===== config.mk =====
export PLATFORM = sky130hd
export DESIGN_NAME = ufs_uart
export DESIGN_NICKNAME = d
export VERILOG_FILES = /design/src/rtl/ufs_pkg.sv /design/src/rtl/ufs_fifo.sv /design/src/rtl/ufs_uart.sv
export SDC_FILE = /design/constraint.sdc
export NUM_CORES = 1
export LEC_CHECK = 0
export BUFFER_PORTS_ARGS = -buffer_cell sky130_fd_sc_hd__buf_2
export CORE_MARGIN = 4
export CORE_UTILIZATION = 30
export CTS_CLUSTER_SIZE = 25
export DETAILED_ROUTE_END_ITERATION = 10
export PLACE_DENSITY = 0.52
export SYNTH_ARGS = -nofsm -noshare
export SYNTH_HDL_FRONTEND = slang
export SYNTH_SLANG_ARGS = --single-unit
export TNS_END_PERCENT = 20

===== constraint.sdc =====
create_clock -name clk_sys -period 3.37 [get_ports clk_sys]
set_input_delay 0.5055 -clock clk_sys [delete_from_list [all_inputs] [get_ports clk_sys]]
set_output_delay 0.5055 -clock clk_sys [all_outputs]
set_load 0.02 [all_outputs]

===== src/rtl/ufs_pkg.sv =====
// package for the uart fifo, status and interrupt block
// assumes one 50 MHz system clock and 8-bit characters
package ufs_pkg;
   localparam int unsigned DATA_W       = 8;
   localparam int unsigned FIFO_DEPTH   = 32;
   localparam int unsigned CNT_W        = 6;
   localparam int unsigned CLK_HZ       = 50_000_000;
   localparam int unsigned BAUD_DEFAULT = 115_200;
   // bit time in clock cycles, rounded down
   localparam int unsigned BIT_CYCLES   = CLK_HZ / BAUD_DEFAULT;
   localparam int unsigned HALF_CYCLES  = BIT_CYCLES / 2;
   localparam int unsigned BITCNT_W     = 10;
   localparam logic [CNT_W-1:0] RX_TRIG_RESET = 6'h08;
   localparam logic [CNT_W-1:0] TX_TRIG_RESET = 6'h08;
   typedef enum logic [1:0] {
      UFS_IDLE,
      UFS_START,
      UFS_DATA,
      UFS_STOP
   } ufs_line_e;
endpackage : ufs_pkg


===== src/rtl/ufs_fifo.sv =====
// synchronous fifo with valid/ready on both sides and a flush input
// assumes one clock, synchronous active-low reset
module ufs_fifo #(
   parameter int unsigned WIDTH = 8,
   parameter int unsigned DEPTH = 32
) (
   // clock and reset
   input  wire logic                     clk_sys,
   input  wire logic                     rst_n,
   input  wire logic                     flush,
   // fill side
   input  wire logic                     inValid,
   output logic                          inReady,
   input  wire logic [WIDTH-1:0]         inData,
   // drain side
   output logic                          outValid,
   input  wire logic                     outReady,
   output logic [WIDTH-1:0]              outData,
   // fill level
   output logic [$clog2(DEPTH):0]        count
);
   localparam int unsigned AW = $clog2(DEPTH);
   logic [WIDTH-1:0] mem [DEPTH];
   logic [AW-1:0]    wrPtr_q, wrPtr_d, rdPtr_q, rdPtr_d;
   logic [AW:0]      cnt_q, cnt_d;
   logic             push, pop;

   assign inReady  = (cnt_q != (AW+1)'(DEPTH));
   assign outValid = (cnt_q != '0);
   assign outData  = mem[rdPtr_q];
   assign count    = cnt_q;
   assign push     = inValid & inReady;
   assign pop      = outValid & outReady;

   always_comb begin
      wrPtr_d = wrPtr_q + AW'(push);
      rdPtr_d = rdPtr_q + AW'(pop);
      cnt_d   = cnt_q + (AW+1)'(push) - (AW+1)'(pop);
      if (flush) begin
         wrPtr_d = '0;
         rdPtr_d = '0;
         cnt_d   = '0;
      end
   end

   always_ff @(posedge clk_sys) begin
      if (!rst_n) begin
         wrPtr_q <= '0;
         rdPtr_q <= '0;
         cnt_q   <= '0;
      end else begin
         wrPtr_q <= wrPtr_d;
         rdPtr_q <= rdPtr_d;
         cnt_q   <= cnt_d;
      end
   end

   // storage has no reset, only written on push
   always_ff @(posedge clk_sys) begin
      if (push && !flush) begin
         mem[wrPtr_q] <= inData;
      end
   end
endmodule : ufs_fifo


===== src/rtl/ufs_uart.sv =====
// uart fifo, status and interrupt side with simple serial engines
// assumes one 50 MHz clock, rx pin already synchronised, 8N1 framing
//
// Functional notes
// - completed received characters with a good stop bit enter receive fifo
// - written characters queue, sent when transmit enabled
// - data available while receive fifo non-empty
// - data read returns and pops oldest character
// - framing errors detected and reported in status
// - transmit half-empty trigger programmable, default 8
// - transmit interrupt gated by its enable bit
// - receive interrupt waits for trigger count reached
// - write ready is one unless transmit fifo full
// - fifo clear bits empty the matching fifo
// - receive half-full trigger programmable, default 8
// - character into full receive fifo flags overflow
module ufs_uart
   import ufs_pkg::*;
(
   // clock and reset
   input  wire logic                        clk_sys,
   input  wire logic                        rst_n,
   // enables and configuration
   input  wire logic                        rxEnable,
   input  wire logic                        txEnable,
   input  wire logic                        irqRxEnable,
   input  wire logic                        irqTxEnable,
   input  wire logic                        trigWrite,
   input  wire logic [ufs_pkg::CNT_W-1:0]   rxTrigIn,
   input  wire logic [ufs_pkg::CNT_W-1:0]   txTrigIn,
   input  wire logic                        rxFifoClear,
   input  wire logic                        txFifoClear,
   input  wire logic                        errorClear,
   // data register access
   input  wire logic                        dataWrite,
   input  wire logic [ufs_pkg::DATA_W-1:0]  dataWriteValue,
   input  wire logic                        dataRead,
   output logic      [ufs_pkg::DATA_W-1:0]  dataReadValue_q,
   // status
   output logic                             rxDataAvailable_q,
   output logic                             txWriteReady_q,
   output logic                             rxFramingError_q,
   output logic                             rxOverflow_q,
   output logic                             txBusy_q,
   output logic                             irq_q,
   // serial pins
   input  wire logic                        rxPin,
   output logic                             txPin_q
);
   import ufs_pkg::*;

   ////////////////////////////////////////////////////////////////////////////
   // fifos
   logic              rxPush, rxInReady, rxValid, rxPop;
   logic [DATA_W-1:0] rxChar, rxHead;
   logic [CNT_W-1:0]  rxCount, txCount;
   logic              txInReady, txValid, txPop;
   logic [DATA_W-1:0] txHead;

   ufs_fifo #(.WIDTH(DATA_W), .DEPTH(FIFO_DEPTH)) uRxFifo (
      .clk_sys (clk_sys),
      .rst_n   (rst_n),
      .flush   (rxFifoClear),
      .inValid (rxPush),
      .inReady (rxInReady),
      .inData  (rxChar),
      .outValid(rxValid),
      .outReady(rxPop),
      .outData (rxHead),
      .count   (rxCount)
   );

   ufs_fifo #(.WIDTH(DATA_W), .DEPTH(FIFO_DEPTH)) uTxFifo (
      .clk_sys (clk_sys),
      .rst_n   (rst_n),
      .flush   (txFifoClear),
      .inValid (dataWrite),
      .inReady (txInReady),
      .inData  (dataWriteValue),
      .outValid(txValid),
      .outReady(txPop),
      .outData (txHead),
      .count   (txCount)
   );

   assign rxPop = dataRead & rxValid;

   ////////////////////////////////////////////////////////////////////////////
   // receive engine
   ufs_line_e            rxSt_q, rxSt_d;
   logic [BITCNT_W-1:0]  rxTim_q, rxTim_d;
   logic [2:0]           rxBit_q, rxBit_d;
   logic [DATA_W-1:0]    rxSh_q, rxSh_d;
   logic                 rxDone, rxFrameBad;

   always_comb begin
      rxSt_d     = rxSt_q;
      rxTim_d    = rxTim_q;
      rxBit_d    = rxBit_q;
      rxSh_d     = rxSh_q;
      rxDone     = 1'b0;
      rxFrameBad = 1'b0;
      unique case (rxSt_q)
         UFS_IDLE: begin
            if (rxEnable && !rxPin) begin
               rxSt_d  = UFS_START;
               rxTim_d = BITCNT_W'(HALF_CYCLES);
            end
         end
         UFS_START: begin
            if (rxTim_q == '0) begin
               rxSt_d  = rxPin ? UFS_IDLE : UFS_DATA;
               rxTim_d = BITCNT_W'(BIT_CYCLES - 1);
               rxBit_d = '0;
            end else begin
               rxTim_d = rxTim_q - 1'b1;
            end
         end
         UFS_DATA: begin
            if (rxTim_q == '0) begin
               rxSh_d  = {rxPin, rxSh_q[DATA_W-1:1]};
               rxTim_d = BITCNT_W'(BIT_CYCLES - 1);
               rxBit_d = rxBit_q + 1'b1;
               if (rxBit_q == 3'h7) begin
                  rxSt_d = UFS_STOP;
               end
            end else begin
               rxTim_d = rxTim_q - 1'b1;
            end
         end
         UFS_STOP: begin
            if (rxTim_q == '0) begin
               rxSt_d     = UFS_IDLE;
               rxDone     = 1'b1;
               rxFrameBad = !rxPin;
            end else begin
               rxTim_d = rxTim_q - 1'b1;
            end
         end
      endcase
   end

   // only a finished character is stored, never a partial one
   assign rxChar = rxSh_q;
   assign rxPush = rxDone & !rxFrameBad;

   always_ff @(posedge clk_sys) begin
      if (!rst_n) begin
         rxSt_q  <= UFS_IDLE;
         rxTim_q <= '0;
         rxBit_q <= '0;
         rxSh_q  <= '0;
      end else begin
         rxSt_q  <= rxSt_d;
         rxTim_q <= rxTim_d;
         rxBit_q <= rxBit_d;
         rxSh_q  <= rxSh_d;
      end
   end

   ////////////////////////////////////////////////////////////////////////////
   // transmit engine
   ufs_line_e            txSt_q, txSt_d;
   logic [BITCNT_W-1:0]  txTim_q, txTim_d;
   logic [2:0]           txBit_q, txBit_d;
   logic [DATA_W-1:0]    txSh_q, txSh_d;
   logic                 txPin_d;

   always_comb begin
      txSt_d  = txSt_q;
      txTim_d = txTim_q;
      txBit_d = txBit_q;
      txSh_d  = txSh_q;
      txPin_d = 1'b1;
      txPop   = 1'b0;
      unique case (txSt_q)
         UFS_IDLE: begin
            if (txEnable && txValid) begin
               txPop   = 1'b1;
               txSh_d  = txHead;
               txSt_d  = UFS_START;
               txTim_d = BITCNT_W'(BIT_CYCLES - 1);
               txPin_d = 1'b0;
            end
         end
         UFS_START: begin
            txPin_d = 1'b0;
            if (txTim_q == '0) begin
               txSt_d  = UFS_DATA;
               txTim_d = BITCNT_W'(BIT_CYCLES - 1);
               txBit_d = '0;
               txPin_d = txSh_q[0];
            end else begin
               txTim_d = txTim_q - 1'b1;
            end
         end
         UFS_DATA: begin
            txPin_d = txSh_q[0];
            if (txTim_q == '0) begin
               txTim_d = BITCNT_W'(BIT_CYCLES - 1);
               txSh_d  = {1'b1, txSh_q[DATA_W-1:1]};
               txBit_d = txBit_q + 1'b1;
               txPin_d = txSh_q[1];
               if (txBit_q == 3'h7) begin
                  txSt_d  = UFS_STOP;
                  txPin_d = 1'b1;
               end
            end else begin
               txTim_d = txTim_q - 1'b1;
            end
         end
         UFS_STOP: begin
            if (txTim_q == '0) begin
               txSt_d = UFS_IDLE;
            end else begin
               txTim_d = txTim_q - 1'b1;
            end
         end
      endcase
   end

   always_ff @(posedge clk_sys) begin
      if (!rst_n) begin
         txSt_q  <= UFS_IDLE;
         txTim_q <= '0;
         txBit_q <= '0;
         txSh_q  <= '0;
         txPin_q <= 1'b1;
      end else begin
         txSt_q  <= txSt_d;
         txTim_q <= txTim_d;
         txBit_q <= txBit_d;
         txSh_q  <= txSh_d;
         txPin_q <= txPin_d;
      end
   end

   ////////////////////////////////////////////////////////////////////////////
   // status, triggers and interrupt
   logic [CNT_W-1:0]  rxTrig_q, rxTrig_d, txTrig_q, txTrig_d;
   logic              frErr_d, ovf_d, irq_d, rxIrqCond, txIrqCond;
   logic [DATA_W-1:0] rdVal_d;
   logic              rxLost;

   // a clean character finishing into a full fifo is dropped
   assign rxLost    = rxPush & !rxInReady;
   assign rxIrqCond = (rxCount >= rxTrig_q);
   assign txIrqCond = (txCount < txTrig_q);

   always_comb begin
      rxTrig_d = trigWrite ? rxTrigIn : rxTrig_q;
      txTrig_d = trigWrite ? txTrigIn : txTrig_q;
      // set wins over a clear in the same cycle
      frErr_d  = (rxFrameBad & rxDone) | (rxFramingError_q & !errorClear);
      ovf_d    = rxLost | (rxOverflow_q & !errorClear);
      irq_d    = (irqRxEnable & rxIrqCond) | (irqTxEnable & txIrqCond);
      rdVal_d  = rxPop ? rxHead : dataReadValue_q;
   end

   always_ff @(posedge clk_sys) begin
      if (!rst_n) begin
         rxTrig_q          <= RX_TRIG_RESET;
         txTrig_q          <= TX_TRIG_RESET;
         rxFramingError_q  <= 1'b0;
         rxOverflow_q      <= 1'b0;
         irq_q             <= 1'b0;
         dataReadValue_q   <= '0;
         rxDataAvailable_q <= 1'b0;
         // fifo is empty out of reset, so write ready already reads one
         txWriteReady_q    <= 1'b1;
         txBusy_q          <= 1'b0;
      end else begin
         rxTrig_q          <= rxTrig_d;
         txTrig_q          <= txTrig_d;
         rxFramingError_q  <= frErr_d;
         rxOverflow_q      <= ovf_d;
         irq_q             <= irq_d;
         dataReadValue_q   <= rdVal_d;
         rxDataAvailable_q <= rxValid;
         txWriteReady_q    <= txInReady;
         txBusy_q          <= (txSt_q != UFS_IDLE) | txValid;
      end
   end

   ////////////////////////////////////////////////////////////////////////////
   // checks
   AST_RX_AVAIL: assert property (@(posedge clk_sys) disable iff (!rst_n)
      rxDataAvailable_q == $past(rxValid)) else $error("rx available wrong");
   AST_TX_READY: assert property (@(posedge clk_sys) disable iff (!rst_n)
      txWriteReady_q == $past(txCount != CNT_W'(FIFO_DEPTH)))
      else $error("write ready wrong");
   AST_TX_IRQ_GATE: assert property (@(posedge clk_sys) disable iff (!rst_n)
      (!$past(irqTxEnable) && !$past(irqRxEnable)) |-> !irq_q)
      else $error("irq without enable");
   AST_RX_IRQ_LEVEL: assert property (@(posedge clk_sys) disable iff (!rst_n)
      (!$past(irqTxEnable) && $past(irqRxEnable))
      |-> irq_q == $past(rxCount >= rxTrig_q)) else $error("rx irq level");
   AST_FLUSH_RX: assert property (@(posedge clk_sys) disable iff (!rst_n)
      rxFifoClear |=> rxCount == '0) else $error("rx clear failed");
   AST_FLUSH_TX: assert property (@(posedge clk_sys) disable iff (!rst_n)
      txFifoClear |=> txCount == '0) else $error("tx clear failed");
   AST_OVERFLOW: assert property (@(posedge clk_sys) disable iff (!rst_n)
      rxLost |=> rxOverflow_q) else $error("overflow not flagged");
   AST_READ_DATA: assert property (@(posedge clk_sys) disable iff (!rst_n)
      rxPop |=> dataReadValue_q == $past(rxHead)) else $error("read data wrong");
   AST_TX_HOLD: assert property (@(posedge clk_sys) disable iff (!rst_n)
      !txEnable && txSt_q == UFS_IDLE |-> !txPop) else $error("sent while disabled");
   AST_FRAME: assert property (@(posedge clk_sys) disable iff (!rst_n)
      (rxDone && rxFrameBad) |=> rxFramingError_q) else $error("frame error lost");
endmodule : ufs_uart


Yosys cells after proc, flatten, opt, wreduce, memory -nomap -nowiden
Memories as Yosys holds them, arrays and structs flattened. A register that Yosys moved wholly into a read port is not among the register bits.
Cells that the tools add are included.
- word-level logic and storage cells: 157
- memories: 2
- bits in writable memories: 512
- bits in registers: 97
- memories (name ; depth ; width ; rd ports ; clocked after Yosys merged registers in ; wr ports ; RTL line ; RTL):
    uRxFifo.mem ; 32 ; 8 ; 1 ; 1 ; 1 ; ufs_fifo.sv:23 ; logic [WIDTH-1:0] mem [DEPTH];
    uTxFifo.mem ; 32 ; 8 ; 1 ; 1 ; 1 ; ufs_fifo.sv:23 ;
- add/sub/neg operators: 12
- multiplexer cells: 46
- $lt $le $gt $ge: 2
- eq/ne operators: 22
- reductions and logical operators: 33
- bitwise gates (word level): 17
- operators by type and width (kind ; count):
    $mux 10 ; 6
    $pmux 10 s3 ; 2
    $ne 2x2->1 const B ; 12
    $mux 2 ; 11
    $add 5x1->5 ; 4
    $logic_not 10->1 ; 2
    $sub 10x1->10 const B ; 2
    $mux 8 ; 2
    $pmux 2 s4 ; 2
    $pmux 8 s2 ; 1
    $mux 1 ; 14
    $add 6x1->6 ; 2
    $and 1x1->1 ; 12
    $mux 3 ; 4
    $ne 6x6->1 const B ; 2
    $pmux 3 s2 ; 2
    $reduce_bool 6->1 ; 2
    $sub 6x1->6 ; 2
    $reduce_and 5->1 ; 2
    $reduce_and 3->1 ; 3
    $eq 2x2->1 const B ; 4
    $reduce_bool 2->1 ; 4
    $reduce_or 2->1 ; 4
    $logic_not 1->1 ; 7
    other kinds (12) ; 24

Depth between registers and ports, before layout
- depth in word-level cells: 9
- mapped depth: 16
- depth with buffers taken out: 15

Cells and area by module
From an unflattened synthesis, not the netlist that was laid out.
- cell total of the unflattened synthesis: 1611
- area total of the unflattened synthesis: 25414.4 um^2
- modules (own cells, without submodules) (module ; instances ; cells an instance ; area an instance (um^2)):
    ufs_fifo at uTxFifo ; 1 ; 602 ; 10882.9
    ufs_fifo at uRxFifo ; 1 ; 557 ; 10841.6
    ufs_uart ; 1 ; 452 ; 3689.8

Least setup slack after synthesis
OpenSTA, ideal clock, no wires.
- path type: reg2reg
- start point: register uRxFifo.cnt_q[4] (netlist: uRxFifo.count[4])
- end point: register uRxFifo.cnt_q[4] (netlist: uRxFifo.count[4])
- library setup time: 0.128 ns
- stages on the path, launching flop included: 17
- buffers on the path: 1
- data arrival time: 2.551 ns
- slack: 0.692 ns
- clock period less this slack: 2.678 ns
- cells stage by stage: dfxtp_1 > inv_1 > ha_1 > and4_1 > nor2b_1 > clkbuf_1 > ha_1 > inv_1 > ha_1 > inv_1 > fa_1 > inv_1 > a21oi_1 > nor2_1 > nor2_1 > xor2_1 > nor2_1
- word-level cells in the longest chain between the ends: 4
- RTL lines (what ; RTL line ; RTL):
    from (decl) ; ufs_fifo.sv:25 ; logic [AW:0] cnt_q, cnt_d;
    from (signal assigned) ; ufs_fifo.sv:54 ; cnt_q <= cnt_d;
    $reduce_bool 6->1 ; ufs_fifo.sv:29 ; assign outValid = (cnt_q != '0);
    $and 1x1->1 ; ufs_uart.sv:86 ; assign rxPop = dataRead & rxValid;
    net rxPop ; ufs_uart.sv:54 ; logic rxPush, rxInReady, rxValid, rxPop;
    $and 1x1->1 ; ufs_fifo.sv:33 ; assign pop = outValid & outReady;
    $sub 6x1->6 ; ufs_fifo.sv:38 ; cnt_d = cnt_q + (AW+1)'(push) - (AW+1)'(pop);
The timed path passes the listed nets, and every way through them passes these cells.
A chain may end at the register's enable or synchronous reset.

Worst setup path in the final report
- start point: register rxTim_q[4]
- end point: memory uRxFifo.mem[8][6], enable pin
- word-level cells in the longest chain between the ends: 9
- RTL lines (what ; RTL line ; RTL):
    from (decl) ; ufs_uart.sv:91 ; logic [BITCNT_W-1:0] rxTim_q, rxTim_d;
    from (signal assigned) ; ufs_uart.sv:155 ; rxTim_q <= rxTim_d;
    $logic_not 10->1 (*) ; ufs_uart.sv:132 ; if (rxTim_q == '0) begin
    $mux 1 ; ufs_uart.sv:132 ;
    $mux 1 ; ufs_uart.sv:103 ; unique case (rxSt_q)
    $logic_not 1->1 ; ufs_uart.sv:145 ; assign rxPush = rxDone & !rxFrameBad;
    $and 1x1->1 (*) ; ufs_uart.sv:145 ;
    $and 1x1->1 (*) ; ufs_fifo.sv:32 ; assign push = inValid & inReady;
    $logic_and 1x1->1 (*) ; ufs_fifo.sv:60 ; if (push && !flush) begin
    $mux 1 (*) ; ufs_fifo.sv:60 ;
    $mux 1 (implied by the code) (*) ; ufs_fifo.sv:61 ; mem[wrPtr_q] <= inData;
    to (decl) ; ufs_fifo.sv:23 ;
Every way passes the cells marked *; elsewhere a longest branch is shown, timed or not.

==> impl_metrics.json <==
{
  "cts_root_buf": "clkbuf_16",
  "fmax_ghz": 0.333,
  "drtAntennaViolNets": 0,
  "clockPowerShare_pct": 38.8,
  "ys_ff_latch": 617,
  "grt_max_degree": 43,
  "coreArea_um2": 83400,
  "synth_edf_count": 512,
  "post_cts.repair.setup_buffers": 0,
  "clock_latency_ns": 0.59,
  "drc_errors": 0,
  "cts_tree": "yes",
  "drt-initial-drc-count": 957,
  "clk_pin_slew_worst_paths_ns": 0.06,
  "finClkSkew_ns": 0.0272,
  "clkSinkCount": 617,
  "port_buffers": 47,
  "p_sw_mw": 4.93,
  "drt_wl_total_mm": 58.0,
  "start_util_pct": 30.2,
  "comb_power_share_pct": 15.9,
  "tightest_slew_ns": 0.857,
  "io_pins": 48,
  "cp.arrival_ns": 3.23,
  "r2r_cells": 6,
  "yosysMostFrequentCell": "edfxtp_1",
  "drv_cap": 0,
  "reg2reg_to": "uRxFifo.mem[8][6]$_DFFE_PP_",
  "period_needed_ns": 3.01,
  "synth-main-ff-cell": "edfxtp_1",
  "start_kind": "flop",
  "gp_congestion": 0.794,
  "num-nets-final": 1782,
  "areaGrowthSynthToFinish_pct": 17.0,
  "powerDensity_nw_per_um2": 651,
  "cts-resized-gates": 0,
  "fin_crit_sh_pct": 89.2,
  "internal_power_mw": 14.3,
  "grt_pass1_wl_mm": 87.5,
  "cp_max_fo": 9,
  "hpwl_mm": 37.7,
  "clockBufferDepth": 3,
  "synth_top_cells_by_area": "edfxtp_1 61%, mux4_2 10%, dfxtp_1 8.3%",
  "reg2reg_slack_ns": 0.36,
  "avgSynthCellArea_um2": 16.2,
  "synth_top_area_share_pct": 61.0,
  "maxSlewHeadroom_pct": 42.9,
  "p_leak_nw": 9.62,
  "vias": 13733,
  "hold_buffers": 0,
  "critPathRequiredTime_ns": 3.59,
  "async_flop_share_pct": 0,
  "r2r_start": "rxTim_q[4]$_SDFFE_PN0P_",
  "finalSetupViolations": 0,
  "switching_share_pct": 25.7,
  "synth_area_um2": 25200,
  "numCtsBuffers": 67,
  "netlist_instances": 1560,
  "dieWidth_um": 298,
  "seqPwrFrac_pct": 45.3,
  "layout-drive-gt1-share_pct": 22.8,
  "wire_per_inst_um": 20.5,
  "rows": 106,
  "yosysWarningCount": 0,
  "die-area_um2": 88700,
  "drv_slew": 0,
  "outcome": "completed",
  "antenna_found_initial": 1,
  "cts_max_level": 3,
  "dieHeight_um": 298,
  "crit_type": "flop to flop",
  "drt_pass1_iterations": 5,
  "ys_types": 65,
  "hp-class": "input pin to flop",
  "power.total_mw": 19.2,
  "endpoint_kind": "flop",
  "rsz0062_at_grt": "no",
  "synthTopCellsByCount": "512 x edfxtp_1, 140 x nor2_1, 112 x mux4_2, 105 x dfxtp_1, 60 x o21ai_0",
  "yosysTopAreaCell": "edfxtp_1",
  "track_usage_pct": 12.9,
  "grt_pass1_vias": 13958,
  "grt_overflow": 0,
  "ir_drop_mv": 0.502,
  "fin_setup_tns_ns": 0,
  "crit_end": "uRxFifo.mem[8][6]$_DFFE_PP_",
  "synth_nets": 1650,
  "yosysSeqAreaShare_pct": 69.4,
  "critical_path.startpoint": "rxTim_q[4]$_SDFFE_PN0P_",
  "via_per_inst": 4.86,
  "timing.final.hold_violations": 0
}
## final cells by class
class | count | area [µm²]
Antenna cell | 1 | 2.50
Clock buffer | 85 | 1830
Clock inverter | 36 | 415
Fill cell | 7806 | 53900
Inverter | 47 | 176
Multi-Input combinational cell | 818 | 7230
Sequential cell | 617 | 17500
Tap cell | 1080 | 1350
Timing Repair Buffer | 141 | 991
## cell families after synthesis
kind of cell | synth area share, %
AO/OA/AOI/OAI | 5.57
XOR/XNOR | 0.904
adder cells (fa/ha/maj) | 2.89
buffers and inverters | 1.97
flip-flops | 69.4
multiplexers | 12.6
AND/OR/NAND/NOR | 6.75
## power by group through the flow
stage          combinational, mW  clock, mW  sequential (mW)
2_1_floorplan               2.27          0             8.82
3_3_place_gp                3.04          0             8.86
3_5_place_dp                3.07          0             8.87
4_1_cts                     3.09       7.66             8.71
5_1_grt                     3.41       7.97             8.74
6_report                    3.05       7.44             8.70
## how the worst min path moves through the flow
stage	from	end	slack, ns	cells after the start
2_1_floorplan	txBit_q[1]$_SDFFE_PN0P_	txBit_q[1]$_SDFFE_PN0P_	0.44	2
3_3_place_gp	rxChar[0]$_SDFFE_PN0P_	rxChar[0]$_SDFFE_PN0P_	0.45	2
3_5_place_dp	rxChar[0]$_SDFFE_PN0P_	rxChar[0]$_SDFFE_PN0P_	0.46	2
4_1_cts	txTrigIn[3]	txTrig_q[3]$_SDFFE_PN1P_	0.11	3
5_1_grt	txTrigIn[3]	txTrig_q[3]$_SDFFE_PN1P_	0.16	3
6_report	txTrigIn[3]	txTrig_q[3]$_SDFFE_PN1P_	0.15	3
## critical path, stage by stage, from the launching register on
cell     delay, ns
dfxtp_1       0.35
nor4_4        0.35
and3_1        0.44
nand2_4       0.12
nor3_4        0.22
or3b_1        0.59
nor2_1        0.58
## routing by layer
layer	track usage, %	routed length [µm]	up-vias
li1	-	-	6329
met1	17.8	26300	6996
met2	21.0	27700	322
met3	2.16	2620	86
met4	3.61	1370	0
met5	0	0	-
## cells in the final DEF, fill, tap and decap left out, types with 8 or more instances in the layout
cell type,Yosys,layout
clkinv_1,0,10
nor3_1,21,21
bufinv_16,0,8
ha_1,55,55
buf_4,1,90
o21ai_0,60,60
nand2b_1,8,8
inv_1,47,47
a21oi_1,41,41
xor2_1,14,14
nand3b_1,12,12
mux2_2,27,27
a22oi_1,23,23
nand3_1,26,26
dfxtp_1,105,99
mux4_2,112,112
clkinv_2,0,9
a21boi_0,16,16
nor2_1,140,140
and2_1,19,19
nor2b_1,24,24
and3_1,10,10
mux2i_1,34,34
buf_2,19,47
o22ai_1,22,22
xnor2_1,12,12
clkbuf_1,49,13
clkbuf_16,0,70
edfxtp_1,512,512
nand2_1,52,52
## through the flow
stage | worst slack (ns) | hold slack (ns) | area [µm²] | util (%) | cells
after floorplan | 0.692 | 0.445 | 25200 | - | 1560
after global placement | 0.416 | 0.452 | 27200 | 32.6 | 2703
after detailed placement | 0.346 | 0.461 | 27200 | 32.6 | 2703
after CTS | 0.348 | 0.113 | 29500 | 35.3 | 2824
after global routing | 0.126 | 0.160 | 29500 | 35.3 | 2824
final | 0.365 | 0.146 | 29500 | 35.3 | 2825
## state kept, by name, summed over array words and instances (netlist names), 6 cells and up, named ones only
signal	cells
dataReadValue_q	8
rxChar	8
rxTim_q	10
rxTrig_q	6
txSh_q	8
txTim_q	10
txTrig_q	6
uRxFifo.count	6
uRxFifo.mem	256
uTxFifo.count	6
uTxFifo.mem	256
Note: power is estimated with default switching activity, not from simulation.
